[config.mk]
export PLATFORM = sky130hd
export DESIGN_NAME = fault_offlatch_sequencer
export DESIGN_NICKNAME = d
export VERILOG_FILES = /design/src/rtl/fault_pkg.sv /design/src/rtl/fault_offlatch_sequencer.sv /design/src/rtl/persist_filt.sv /design/src/rtl/sync3.sv
export SDC_FILE = /design/constraint.sdc
export NUM_CORES = 1
export LEC_CHECK = 0
export ABC_AREA = 1
export BUFFER_PORTS_ARGS = -buffer_cell sky130_fd_sc_hd__buf_2
export CORE_AREA = 2 2 199 201
export DETAILED_ROUTE_END_ITERATION = 10
export DIE_AREA = 0 0 201 203
export MAX_ROUTING_LAYER = met4
export PLACE_DENSITY = 0.74
export SETUP_SLACK_MARGIN = 0.15
export SYNTH_ARGS = -nofsm -noshare
export SYNTH_HDL_FRONTEND = slang
export SYNTH_HIERARCHICAL = 1
export SYNTH_SLANG_ARGS = --single-unit
[constraint.sdc]
create_clock -name clk -period 1.9 [get_ports clk]
set_input_delay 0.19 -clock clk [delete_from_list [all_inputs] [get_ports clk]]
set_output_delay 0.19 -clock clk [all_outputs]
set_load 0.02 [all_outputs]
[src/rtl/fault_pkg.sv]
package fault_pkg;
    localparam int NCH = 3;
    localparam int CLK_HZ = 20000000;
    // Persistence and release times, as printed
    localparam int FILT_US = 400;
    localparam int REL_US = 200;
    localparam int SS_TMO_MS = 50;
    localparam int FILT_CYC = (FILT_US * (CLK_HZ / 1000000));
    localparam int REL_CYC = (REL_US * (CLK_HZ / 1000000));
    localparam int SS_TMO_CYC = (SS_TMO_MS * (CLK_HZ / 1000));
    localparam int CNT_W = 20;
    localparam int SS_W = 21;
    localparam int SYNC_DEPTH = 3;

    // Synchronised comparator levels of one channel
    typedef struct packed {
        logic enable;     // channel enable high
        logic ss_arm_hi;  // soft start above upper arming threshold
        logic ss_arm_lo;  // soft start below lower disarm threshold
        logic ss_standby; // soft start above standby threshold + hyst
        logic ss_pon;     // soft start above power-on threshold
        logic sw_low;     // switch node below current limit reference
        logic ea_high;    // error amp above upper window
        logic ea_low;     // error amp below lower window
        logic fb_under;   // feedback below undervoltage level
    } chan_cmp_t;

    localparam int CMP_W = $bits(chan_cmp_t);
endpackage

[src/rtl/fault_offlatch_sequencer.sv]
`timescale 1ns/1ps
// Contract
// - Switch off at once on low switch node
// - Overcurrent latches after 400 us persistence
// - Error amp out of window latches
// - Window check armed above soft start threshold
// - Timing resistor fault latches all channels
// - Timing resistor check always active
// - Timing resistor fault needs 400 us
// - Soft start timeout 50 ms latches
// - Any protection latches until release
// - Enables all low 200 us release
// - Supply undervoltage releases latch
// - After release enables accepted again
// - Flag pin low while latched
// - Feedback undervoltage latches after 400 us
module fault_offlatch_sequencer (
    input  wire logic                clk,                  // 20 MHz clock
    input  wire logic                sys_rst,              // Sync reset
    input  wire fault_pkg::chan_cmp_t cmp_in [fault_pkg::NCH], // Comparators
    input  wire logic                sw_on_request [fault_pkg::NCH], // PWM on
    input  wire logic                timing_resistor_pin_fault, // Open/short
    input  wire logic                supply_uv,            // Supply below 4.5 V
    output logic [fault_pkg::NCH-1:0] high_side_on,        // Gate drive
    output logic [fault_pkg::NCH-1:0] chan_run,            // Channel allowed
    output logic                     fault_latch_flag_o,   // Flag pin data
    output logic                     fault_latch_flag_oe_n, // Low drives
    output logic                     offlatch              // Latch state
);
    typedef enum logic [1:0] {
        CH_OFF   = 2'b00,
        CH_START = 2'b01,
        CH_ON    = 2'b11
    } ch_state_t;

    // Soft start and steady run both count as a started channel
    function automatic logic ch_active(input ch_state_t s);
        return s != CH_OFF;
    endfunction

    localparam int SW = fault_pkg::CMP_W * fault_pkg::NCH;

    logic [SW-1:0] raw_flat;
    logic [SW-1:0] syn_flat;
    logic [1:0]    misc_syn;
    logic          rt_fault;
    logic          uv_s;
    logic [2:0]    sw_req_s;
    fault_pkg::chan_cmp_t cs [fault_pkg::NCH];

    logic [fault_pkg::NCH-1:0] ocp_armed_r;
    logic [fault_pkg::NCH-1:0] win_armed_r;
    logic [fault_pkg::NCH-1:0] ocp_exp;
    logic [fault_pkg::NCH-1:0] win_exp;
    logic [fault_pkg::NCH-1:0] lvp_exp;
    logic [fault_pkg::NCH-1:0] tmo_hit;
    logic [fault_pkg::NCH-1:0] en_vec;
    logic                      rt_exp;
    logic                      rel_exp;
    logic                      trip;
    logic                      offlatch_r;
    ch_state_t                 st_r [fault_pkg::NCH];
    logic [fault_pkg::SS_W-1:0] ss_cnt_r [fault_pkg::NCH];

    // Pin-level comparators all cross into the clock domain
    always_comb begin
        for (int c = 0; c < fault_pkg::NCH; c++) begin
            raw_flat[c*fault_pkg::CMP_W +: fault_pkg::CMP_W] = cmp_in[c];
        end
    end

    sync3 #(.W(SW)) u_sync_ch (
        .clk     (clk),
        .sys_rst (sys_rst),
        .din     (raw_flat),
        .dout    (syn_flat)
    );

    // Timing resistor monitor and supply monitor are analog levels too
    sync3 #(.W(2)) u_sync_misc (
        .clk     (clk),
        .sys_rst (sys_rst),
        .din     ({timing_resistor_pin_fault, supply_uv}),
        .dout    (misc_syn)
    );

    assign rt_fault = misc_syn[1];
    assign uv_s     = misc_syn[0];

    // Cycle-by-cycle current limit stays combinational: a synchroniser
    // delay would let the switch conduct four more cycles
    generate
        for (genvar c = 0; c < fault_pkg::NCH; c++) begin : g_ch
            assign cs[c] = fault_pkg::chan_cmp_t'(
                syn_flat[c*fault_pkg::CMP_W +: fault_pkg::CMP_W]);
            assign en_vec[c] = cs[c].enable;
            assign sw_req_s[c] = sw_on_request[c];

            assign high_side_on[c] = sw_req_s[c] && chan_run[c]
                && !cmp_in[c].sw_low;

            // Hysteretic arming on soft start
            always_ff @(posedge clk) begin
                if (sys_rst || !cs[c].enable || cs[c].ss_arm_lo) begin
                    ocp_armed_r[c] <= 1'b0;
                    win_armed_r[c] <= 1'b0;
                end else if (cs[c].ss_arm_hi && ch_active(st_r[c])) begin
                    ocp_armed_r[c] <= 1'b1;
                    win_armed_r[c] <= 1'b1;
                end
            end

            // Any dropout of a qualified level restarts its filter
            persist_filt #(.LIMIT(fault_pkg::FILT_CYC)) u_ocp (
                .clk     (clk),
                .sys_rst (sys_rst),
                .cond    (ocp_armed_r[c] && cs[c].sw_low),
                .expired (ocp_exp[c])
            );

            persist_filt #(.LIMIT(fault_pkg::FILT_CYC)) u_win (
                .clk     (clk),
                .sys_rst (sys_rst),
                .cond    (win_armed_r[c]
                          && (cs[c].ea_high || cs[c].ea_low)),
                .expired (win_exp[c])
            );

            persist_filt #(.LIMIT(fault_pkg::FILT_CYC)) u_lvp (
                .clk     (clk),
                .sys_rst (sys_rst),
                .cond    (win_armed_r[c] && cs[c].fb_under),
                .expired (lvp_exp[c])
            );

            // Channel sequence; start only accepted while unlatched
            always_ff @(posedge clk) begin
                if (sys_rst) begin
                    st_r[c] <= CH_OFF;
                end else begin
                    unique case (st_r[c])
                        CH_OFF: begin
                            if (cs[c].enable && !offlatch_r) begin
                                st_r[c] <= CH_START;
                            end
                        end
                        CH_START: begin
                            if (!cs[c].enable || offlatch_r) begin
                                st_r[c] <= CH_OFF;
                            end else if (cs[c].ss_pon) begin
                                st_r[c] <= CH_ON;
                            end
                        end
                        CH_ON: begin
                            if (!cs[c].enable || offlatch_r) begin
                                st_r[c] <= CH_OFF;
                            end
                        end
                        default: st_r[c] <= CH_OFF;
                    endcase
                end
            end

            // Timeout counts from soft start leaving standby
            always_ff @(posedge clk) begin
                if (sys_rst || st_r[c] != CH_START) begin
                    ss_cnt_r[c] <= '0;
                end else if (cs[c].ss_standby
                             && ss_cnt_r[c] !=
                             fault_pkg::SS_W'(fault_pkg::SS_TMO_CYC)) begin
                    ss_cnt_r[c] <= ss_cnt_r[c] + 1'b1;
                end
            end

            assign tmo_hit[c] = st_r[c] == CH_START && !cs[c].ss_pon
                && ss_cnt_r[c] ==
                fault_pkg::SS_W'(fault_pkg::SS_TMO_CYC);

            assign chan_run[c] = ch_active(st_r[c]) && !offlatch_r;
        end
    endgenerate

    persist_filt #(.LIMIT(fault_pkg::FILT_CYC)) u_rt (
        .clk     (clk),
        .sys_rst (sys_rst),
        .cond    (rt_fault),
        .expired (rt_exp)
    );

    // While all enables stay low the release stays expired and keeps
    // overriding any trip, the timing resistor one included
    persist_filt #(.LIMIT(fault_pkg::REL_CYC)) u_rel (
        .clk     (clk),
        .sys_rst (sys_rst),
        .cond    (en_vec == '0),
        .expired (rel_exp)
    );

    assign trip = rt_exp || (|ocp_exp) || (|win_exp) || (|lvp_exp)
        || (|tmo_hit);

    // Release beats a new trip: with supply gone nothing can be trusted
    always_ff @(posedge clk) begin
        if (sys_rst) begin
            offlatch_r <= 1'b0;
        end else if (uv_s || rel_exp) begin
            offlatch_r <= 1'b0;
        end else if (trip) begin
            offlatch_r <= 1'b1;
        end
    end

    assign offlatch              = offlatch_r;
    assign fault_latch_flag_o    = 1'b0;
    assign fault_latch_flag_oe_n = !offlatch_r;

    // Per-channel checks watch channel 0, the c_on cover channel 1; the channels are built alike
    a_trip_latches : assert property
        (@(posedge clk) disable iff (sys_rst)
        trip && !uv_s && !rel_exp |=> offlatch_r)
        else $error("trip did not latch");

    a_latch_holds : assert property
        (@(posedge clk) disable iff (sys_rst)
        offlatch_r && !uv_s && !rel_exp |=> offlatch_r)
        else $error("latch dropped without release");

    a_uv_release : assert property
        (@(posedge clk) disable iff (sys_rst)
        uv_s |=> !offlatch_r)
        else $error("undervoltage did not release");

    a_rel_clears : assert property
        (@(posedge clk) disable iff (sys_rst)
        rel_exp |=> !offlatch_r)
        else $error("enable release did not clear latch");

    a_flag_drive : assert property
        (@(posedge clk) disable iff (sys_rst)
        fault_latch_flag_oe_n == !offlatch_r)
        else $error("flag pin mismatch");

    a_rel_needs_low : assert property
        (@(posedge clk) disable iff (sys_rst)
        $fell(offlatch_r) && !$past(uv_s) |-> $past(en_vec) == '0)
        else $error("release with enable high");

    a_sw_off : assert property
        (@(posedge clk) disable iff (sys_rst)
        cmp_in[0].sw_low |-> !high_side_on[0])
        else $error("switch stayed on");

    a_rt_trip : assert property
        (@(posedge clk) disable iff (sys_rst)
        rt_exp && !uv_s && !rel_exp |=> offlatch_r ##0 !chan_run[0])
        else $error("timing fault did not latch");

    a_run_blocked : assert property
        (@(posedge clk) disable iff (sys_rst)
        offlatch_r |-> chan_run == '0)
        else $error("channel ran while latched");

    a_latch_stops : assert property
        (@(posedge clk) disable iff (sys_rst)
        offlatch_r |=> st_r[0] == CH_OFF)
        else $error("channel sequence not stopped by latch");

    a_start_ok : assert property
        (@(posedge clk) disable iff (sys_rst)
        !offlatch_r && st_r[0] == CH_OFF && cs[0].enable
        |=> st_r[0] == CH_START)
        else $error("enable ignored after release");

    a_arm_gate : assert property
        (@(posedge clk) disable iff (sys_rst)
        !cs[0].enable |=> !ocp_armed_r[0])
        else $error("armed with enable low");

    a_arm_needs_hi : assert property
        (@(posedge clk) disable iff (sys_rst)
        $rose(ocp_armed_r[0]) |-> $past(cs[0].ss_arm_hi))
        else $error("armed below soft start threshold");

    a_win_disarm : assert property
        (@(posedge clk) disable iff (sys_rst)
        cs[0].ss_arm_lo |=> !win_armed_r[0])
        else $error("window check armed below soft start threshold");

    // The full timeout lies far beyond a test run, so its counter is
    // checked step by step instead
    a_tmo_clear : assert property
        (@(posedge clk) disable iff (sys_rst)
        st_r[0] != CH_START |=> ss_cnt_r[0] == '0)
        else $error("timeout count not cleared");

    a_tmo_count : assert property
        (@(posedge clk) disable iff (sys_rst)
        st_r[0] == CH_START && cs[0].ss_standby
        && ss_cnt_r[0] != fault_pkg::SS_W'(fault_pkg::SS_TMO_CYC)
        |=> ss_cnt_r[0] == $past(ss_cnt_r[0]) + 1'b1)
        else $error("timeout count stalled");

    c_latch : cover property (@(posedge clk) $rose(offlatch_r));
    c_release : cover property (@(posedge clk) $fell(offlatch_r) && !uv_s);
    c_tmo : cover property (@(posedge clk) tmo_hit[0]);
    c_on : cover property (@(posedge clk) st_r[1] == CH_ON);
    c_win_trip : cover property (@(posedge clk) |win_exp);
endmodule

[src/rtl/persist_filt.sv]
`timescale 1ns/1ps
// Fires once a level has stood continuously for LIMIT cycles
module persist_filt #(
    parameter int LIMIT = 8000
) (
    input  wire logic clk,     // System clock
    input  wire logic sys_rst, // Synchronous reset
    input  wire logic cond,    // Qualified fault level
    output logic      expired  // High while condition has persisted
);
    logic [fault_pkg::CNT_W-1:0] cnt_r;

    always_ff @(posedge clk) begin
        if (sys_rst || !cond) begin
            cnt_r <= '0;
        end else if (cnt_r != fault_pkg::CNT_W'(LIMIT)) begin
            cnt_r <= cnt_r + 1'b1;
        end
    end

    assign expired = cond && (cnt_r == fault_pkg::CNT_W'(LIMIT));

    a_filt_restart : assert property (@(posedge clk) disable iff (sys_rst)
        !cond |=> cnt_r == '0)
        else $error("filter did not restart");
endmodule

[src/rtl/sync3.sv]
`timescale 1ns/1ps
// Three-stage synchroniser; a change is taken once stages two and three agree
module sync3 #(
    parameter int W = 1
) (
    input  wire logic         clk,     // System clock
    input  wire logic         sys_rst, // Synchronous reset
    input  wire logic [W-1:0] din,     // Asynchronous levels
    output logic      [W-1:0] dout     // Filtered levels
);
    logic [W-1:0] s1_r;
    logic [W-1:0] s2_r;
    logic [W-1:0] s3_r;

    always_ff @(posedge clk) begin
        if (sys_rst) begin
            s1_r <= '0;
            s2_r <= '0;
            s3_r <= '0;
        end else begin
            s1_r <= din;
            s2_r <= s1_r;
            s3_r <= s2_r;
        end
    end

    // Hold the last agreed value while stages disagree
    always_ff @(posedge clk) begin
        if (sys_rst) begin
            dout <= '0;
        end else begin
            for (int i = 0; i < W; i++) begin
                if (s2_r[i] == s3_r[i]) begin
                    dout[i] <= s3_r[i];
                end
            end
        end
    end
endmodule
==> impl_metrics.py, run 1 <==
metrics = {
    "outcome": {
        "status": "complete, no violations",
    },
    "floorplanning": {
        "die_x_um": 201,
        "core_mm2": 0.0385,
        "ios": 43,
        "die_y_um": 203,
        "dieArea_mm2": 0.0408,
        "initial_core_util_pct": 54.7,
        "rows": 72,
    },
    "synthesis": {
        "yosysUniqueCellTypes": 47,
        "ys_seq_elements": 409,
        "postSynth.asyncResetShare_pct": 0,
        "synth_ff_type": "dfxtp_1",
        "synth_warnings": 6,
        "synth_commonest_cells": "nand2_1, nor2_1, inv_1, dfxtp_1, a21oi_1",
        "synth_top_area_share_pct": 32.4,
        "synth_top_cells_by_area": "dfxtp_1, nand2_1, nor2_1",
        "syn_area_mm2": 0.0210,
        "synth.most_common_cell": "nand2_1",
        "ys_seq_area_share_pct": 42.2,
        "syn_avg_cell_area_um2": 7.26,
        "yosysTopAreaCell": "dfxtp_1",
        "syn_nets": 2961,
        "synthCells": 2899,
        "synth-edff-count": 69,
    },
    "place": {
        "dp.cells": 3488,
        "globalplace.congestion": 0.920,
        "hpwl_mm": 31.7,
        "io_buffers": 41,
    },
    "final_layout": {
        "nets": 3117,
        "fin_util_pct": 62.8,
        "antenna_cells": 0,
        "final_cells": 3610,
        "syn2layout_area_growth_pct": 14.9,
        "fill_cells": 3301,
        "layout-drive-gt1-share_pct": 15.8,
    },
    "worst_setup_path": {
        "start_kind": "register",
        "required_ns": 1.71,
        "cp_slowest_cell": "edfxtp_1",
        "crit_top_cell": "nor2_4",
        "cp.arrival_ns": 1.56,
        "cp_top_family": "flip-flops",
        "cp_cell_sequence": "nor2_4 -> nor2_4 -> nand2_2 -> nor2_4 -> buf_6",
        "worst-path-max-fanout": 4,
        "crit_path_end_kind": "primary output",
        "critical_path_class": "register to primary output",
        "cpPeakStageDelay_ns": 0.44,
        "cp_num_buf_inv": 1,
    },
    "clock_network": {
        "clk_path_buf_depth": 3,
        "cts_htree_levels": 2,
        "cts_sinks": 409,
        "root_buffer": "clkbuf_16",
        "clkTransAtPathRegs_ns": 0.06,
        "worstSkewPairLatency_ns": 0.58,
        "cts_buffers": 45,
        "cts_tree": "yes",
    },
    "global_route": {
        "track_usage_pct": 22.4,
        "antenna_found_initial": 0,
        "grt_pass1_wl_mm": 76.5,
        "grt_max_degree": 28,
        "gr-total-overflow": 0,
        "grt_pass1_vias": 17200,
    },
    "min_path": {
        "hold_class": "primary input to register",
    },
    "routing": {
        "routedWlPerCell_um": 12.3,
        "routed_wl_mm": 44.5,
        "post-route-drc-count": 0,
        "ant_nets": 0,
        "drt-initial-drc-count": 968,
        "num_vias": 18200,
        "first_pass_iters": 7,
        "viasPerCell": 5.05,
    },
    "sta": {
        "slew_violations": 0,
        "rsz0062_at_grt": "true",
        "clock.fmax_mhz": 570,
        "finalClockSkew_ns": 0.0119,
        "post-route-period-util_pct": 92.3,
        "setup_viol": 0,
        "tns_ns": 0,
        "layout_min_cycle_time_ns": 1.75,
        "hold_violations": 0,
    },
    "power_and_ir_drop": {
        "power.total_mw": 18.4,
        "p_int_mw": 14.3,
        "power_density_mw_per_mm2": 759,
        "swShare_pct": 22.0,
        "pwr-share-clk_pct": 47.9,
        "seq_power_share_pct": 49.3,
        "leakage_nw": 9.02,
        "ir_worst_vdd_uv": 765,
        "power_frac_comb_pct": 2.9,
        "p_sw_mw": 4.04,
    },
    "run": {
        "drv_cap": 0,
    },
}
## final cells by class
type	instances	area, um^2	share of cell area, %
sequential	409	8880	36.8
tap	518	648	2.68
inverter	410	1550	6.40
clock inverter	22	200	0.828
multi-input combinational	2051	10500	43.4
clock buffer	62	1310	5.43
timing repair buffer	138	1080	4.46
## registers in the layout (all words and copies together), names as in the netlist, 3 cells and up
| name | count |
|---|---|
| u_sync_ch/s1_r | 27 |
| ss_cnt_r | 63 |
| st_r | 6 |
| g_ch.u_lvp/cnt_r | 60 |
| g_ch.u_win/cnt_r | 60 |
| u_sync_ch/s3_r | 27 |
| u_rt/cnt_r | 20 |
| win_armed_r | 3 |
| u_sync_ch/dout | 27 |
| g_ch.u_ocp/cnt_r | 60 |
| u_sync_ch/s2_r | 27 |
| u_rel/cnt_r | 20 |
## through the flow
step,hold slack (ns),area [um^2],worst slack [ns]
finish,0.362,24200,0.146
global route,0.354,24200,0.0516
CTS,0.321,24000,0.0789
detailed placement,0.394,22100,0.0916
global placement,0.392,22100,0.138
floorplan,0.261,21000,0.228
## power by group through the flow
stage / registers (mW) / clock network (mW) / logic, mW
2_1_floorplan: 9.20 / 0 / 0.292
3_3_place_gp: 9.22 / 0 / 0.424
3_5_place_dp: 9.22 / 0 / 0.431
4_1_cts: 9.04 / 9.00 / 0.496
5_1_grt: 9.05 / 9.36 / 0.591
6_report: 9.04 / 8.78 / 0.530
## logic make-up (layout without fill, tap and decap cells)
logic type,count (synthesis),in the layout,synth area share (%)
AND/OR/NAND/NOR,1655,1655,37.2
buffers and inverters,439,632,8.71
flip-flops,409,409,42.2
AO/OA/AOI/OAI,314,314,7.98
XOR/XNOR,53,53,2.21
adder cells (fa/ha/maj),28,28,1.67
other,1,1,0.0178
## worst register-to-register path: stages, from the launching register on
cell,delay (ns)
dfxtp_1,0.33
inv_1,0.07
ha_1,0.19
and3_1,0.20
nand3_2,0.08
nor2_1,0.06
or3_1,0.35
nor2_1,0.10
nand2_1,0.06
nor2_1,0.11
nor2_1,0.04
## cell usage in the layout (no fill, tap or decap), types with 11 or more instances in the layout
| master | instances |
|---|---|
| nand2_1 | 583 |
| nor2_1 | 547 |
| inv_1 | 372 |
| dfxtp_1 | 337 |
| a21oi_1 | 201 |
| nand3_1 | 133 |
| nor2_2 | 85 |
| o21ai_0 | 70 |
| edfxtp_1 | 69 |
| nand4_1 | 61 |
| buf_4 | 61 |
| nand2_2 | 60 |
| nor2_4 | 47 |
| clkbuf_16 | 47 |
| xor2_1 | 45 |
| buf_2 | 37 |
| dlygate4sd3_1 | 30 |
| inv_2 | 26 |
| nand3_2 | 26 |
| ha_1 | 26 |
| or2_0 | 24 |
| nand3b_1 | 24 |
| o21ai_2 | 20 |
| nor3_1 | 18 |
| nand2_4 | 15 |
| o21ai_1 | 12 |
| clkinv_2 | 12 |
| nor2_8 | 12 |
| clkinv_1 | 11 |
## final timing paths
check	startpoint	to	slack, ns	cells past startpoint
max	st_r[2][0]	high_side_on[2]	0.15	5
min	cmp_in[4]	u_sync_ch/s1_r[22]	0.36	4
max reg2reg	g_ch[2].u_lvp/cnt_r[0]	offlatch	0.20	10
min reg2reg	u_sync_ch/s1_r[19]	u_sync_ch/s2_r[19]	0.40	2
## routing by layer
| layer | GRT usage, % | vias up | part of all wire [%] |
|---|---|---|---|
| li1 | - | 9445 | - |
| met1 | 27.9 | 8378 | 46 |
| met2 | 37.1 | 337 | 47 |
| met3 | 3.96 | 86 | 4.7 |
| met4 | 7.33 | 0 | 2.8 |
| met5 | - | - | 0 |
## what timing repair did
action,4_1_cts,5_1_grt
resized for setup,12,46
buffers inserted,3,5
endpoints found under the hold margin,36,0
setup endpoints to repair,47,111
hold buffers,30,0
pin swaps,1,10
(Power assumes the default switching activity.)
==> run 2: changes to the inputs <==
--- a/config.mk
+++ b/config.mk
@@ -7,12 +7,12 @@
 export LEC_CHECK = 0
 export ABC_AREA = 1
 export BUFFER_PORTS_ARGS = -buffer_cell sky130_fd_sc_hd__buf_2
-export CORE_AREA = 2 2 199 201
+export CORE_AREA = 2 2 294 296
 export DETAILED_ROUTE_END_ITERATION = 10
-export DIE_AREA = 0 0 201 203
+export DIE_AREA = 0 0 296 298
 export MAX_ROUTING_LAYER = met4
-export PLACE_DENSITY = 0.74
 export SETUP_SLACK_MARGIN = 0.15
+export SKIP_CTS_REPAIR_TIMING = 1
 export SYNTH_ARGS = -nofsm -noshare
 export SYNTH_HDL_FRONTEND = slang
 export SYNTH_HIERARCHICAL = 1
==> constraint.sdc (replaced) <==
create_clock -name clk -period 2.1 [get_ports clk]
set_input_delay 0.21 -clock clk [delete_from_list [all_inputs] [get_ports clk]]
set_output_delay 0.21 -clock clk [all_outputs]
set_load 0.02 [all_outputs]
==> impl_metrics.py, run 2 (synthesis results as in run 1) <==
metrics = {
    "outcome": {
        "status": "complete, no violations",
    },
    "power_and_ir_drop": {
        "pwr-share-clk_pct": 50.3,
        "swShare_pct": 21.9,
        "power.total_mw": 17.3,
        "leakage_nw": 8.91,
        "seq_power_share_pct": 47.3,
        "p_int_mw": 13.5,
        "p_sw_mw": 3.79,
        "power_frac_comb_pct": 2.5,
        "power_density_mw_per_mm2": 701,
        "ir_worst_vdd_uv": 493,
    },
    "final_layout": {
        "largest_register_ffs": 63,
        "nets": 3092,
        "final_cell_mix": "nand2_1, nor2_1, inv_1",
        "antenna_cells": 0,
        "syn2layout_area_growth_pct": 17.3,
        "final_cells": 4212,
        "regArea_mm2": 0.00888,
        "top_register": "ss_cnt_r",
        "final_common_cell": "nand2_1",
        "multi_input_area_mm2": 0.0103,
        "layout-drive-gt1-share_pct": 14.2,
        "fill_cells": 9144,
    },
    "global_route": {
        "grt_pass1_wl_mm": 78.1,
        "gr-total-overflow": 0,
        "grt_max_degree": 32,
        "grt_pass1_vias": 16700,
        "antenna_found_initial": 1,
        "track_usage_pct": 10.7,
    },
    "worst_setup_path": {
        "crit_top_cell": "nor2_1",
        "cpPeakStageDelay_ns": 0.38,
        "cp_slowest_cell": "dfxtp_2",
        "r2r_cells": 10,
        "crit_path_end_kind": "primary output",
        "start_kind": "register",
        "worst-path-max-fanout": 5,
        "cp.arrival_ns": 1.65,
        "critical_path_class": "register to primary output",
        "required_ns": 1.89,
        "cp_cell_sequence": "buf_4 -> nor2_1 -> nand2_1 -> nor2_1 -> buf_2",
    },
    "clock_network": {
        "worstSkewPairLatency_ns": 0.60,
        "cts_htree_levels": 2,
        "cts_buffers": 46,
        "clk_path_buf_depth": 3,
        "clkTransAtPathRegs_ns": 0.06,
        "cts_tree": "yes",
        "root_buffer": "clkbuf_16",
        "cts_sinks": 409,
    },
    "sta": {
        "slew_headroom_pct": 67.7,
        "tns_ns": 0,
        "hold_violations": 0,
        "rsz0062_at_grt": "true",
        "setup_viol": 0,
        "finalClockSkew_ns": 0.0253,
        "clock.fmax_mhz": 537,
        "worst_slew_pin_slew_ns": 0.472,
        "slew_violations": 0,
        "post-route-period-util_pct": 88.6,
        "layout_min_cycle_time_ns": 1.86,
    },
    "place": {
        "dp.cells": 4095,
        "hpwl_mm": 33.4,
        "globalplace.congestion": 0.854,
        "io_buffers": 41,
    },
    "routing": {
        "first_pass_iters": 5,
        "routed_wl_mm": 45.6,
        "viasPerCell": 4.16,
        "routedWlPerCell_um": 10.8,
        "ant_nets": 0,
        "num_vias": 17500,
        "post-route-drc-count": 0,
        "drt-initial-drc-count": 970,
    },
    "floorplanning": {
        "initial_core_util_pct": 24.8,
        "die_x_um": 296,
        "rows": 107,
        "die_y_um": 298,
        "core_mm2": 0.0849,
        "dieArea_mm2": 0.0882,
        "ios": 43,
    },
    "min_path": {
        "hold_class": "primary input to register",
        "hold_path_depth": 2,
    },
    "run": {
        "drv_cap": 0,
    },
}
==> run 2: cell count changes in the layout (fill, tap and decap cells not counted), sizes merged <==
cell,previous run,this run
buf,108,83
bufinv,2,7
clkbuf,62,61
clkinv,27,23
clkinvlp,0,3
dlygate4sd3,30,29
inv,403,402
==> run 2: layer usage <==
layer	routed length, um	global-route usage [%]	vias to the layer above
met5	0	-	-
met4	799	2.66	0
met3	1550	1.51	61
met2	20400	17.0	191
met1	22800	14.1	7861
li1	-	-	9415
==> run 2: metrics by stage <==
step           setup WS, ns  cell area (um^2)  util [%]  hold slack [ns]
6_report              0.238             24700      29.1           0.0567
5_1_grt               0.128             24700      29.1           0.0713
3_3_place_gp          0.293             22700      26.7            0.396
3_5_place_dp          0.239             22700      26.7            0.395
2_1_floorplan         0.266             21000         -            0.281
4_1_cts            0.000682             24400      28.7           -0.221
==> run 2: power groups by stage <==
stage | combinational, mW | sequential [mW] | clock [mW]
2_1_floorplan | 0.263 | 8.33 | 0
3_3_place_gp | 0.386 | 8.35 | 0
3_5_place_dp | 0.386 | 8.35 | 0
4_1_cts | 0.389 | 8.18 | 9.00
5_1_grt | 0.483 | 8.20 | 9.30
6_report | 0.426 | 8.18 | 8.70
==> run 2: final cells by class <==
class | instances | area share [%]
inverters | 410 | 6.26
flip-flops and latches | 409 | 36.0
clock inverters | 25 | 1.47
well taps | 1144 | 5.80
multi-input cells | 2051 | 41.9
repair buffers | 112 | 3.35
clock buffers | 61 | 5.26
==> run 2: final timing paths <==
path                                        startpoint                  to  slack [ns]
worst min register to register       u_sync_ch/s1_r[3]   u_sync_ch/s2_r[3]        0.40
worst max-delay path                          offlatch     high_side_on[1]        0.24
worst min-delay path                           sys_rst  u_sync_ch/s3_r[22]        0.06
worst max register to register  g_ch[2].u_lvp/cnt_r[1]            offlatch        0.29
==> run 2: worst max-delay path: cells and delay by family, from the launching register on <==
kind,cells,cell delay [ns]
AND/OR/NAND/NOR,3,0.32
buffers and inverters,2,0.34
flip-flops,1,0.38
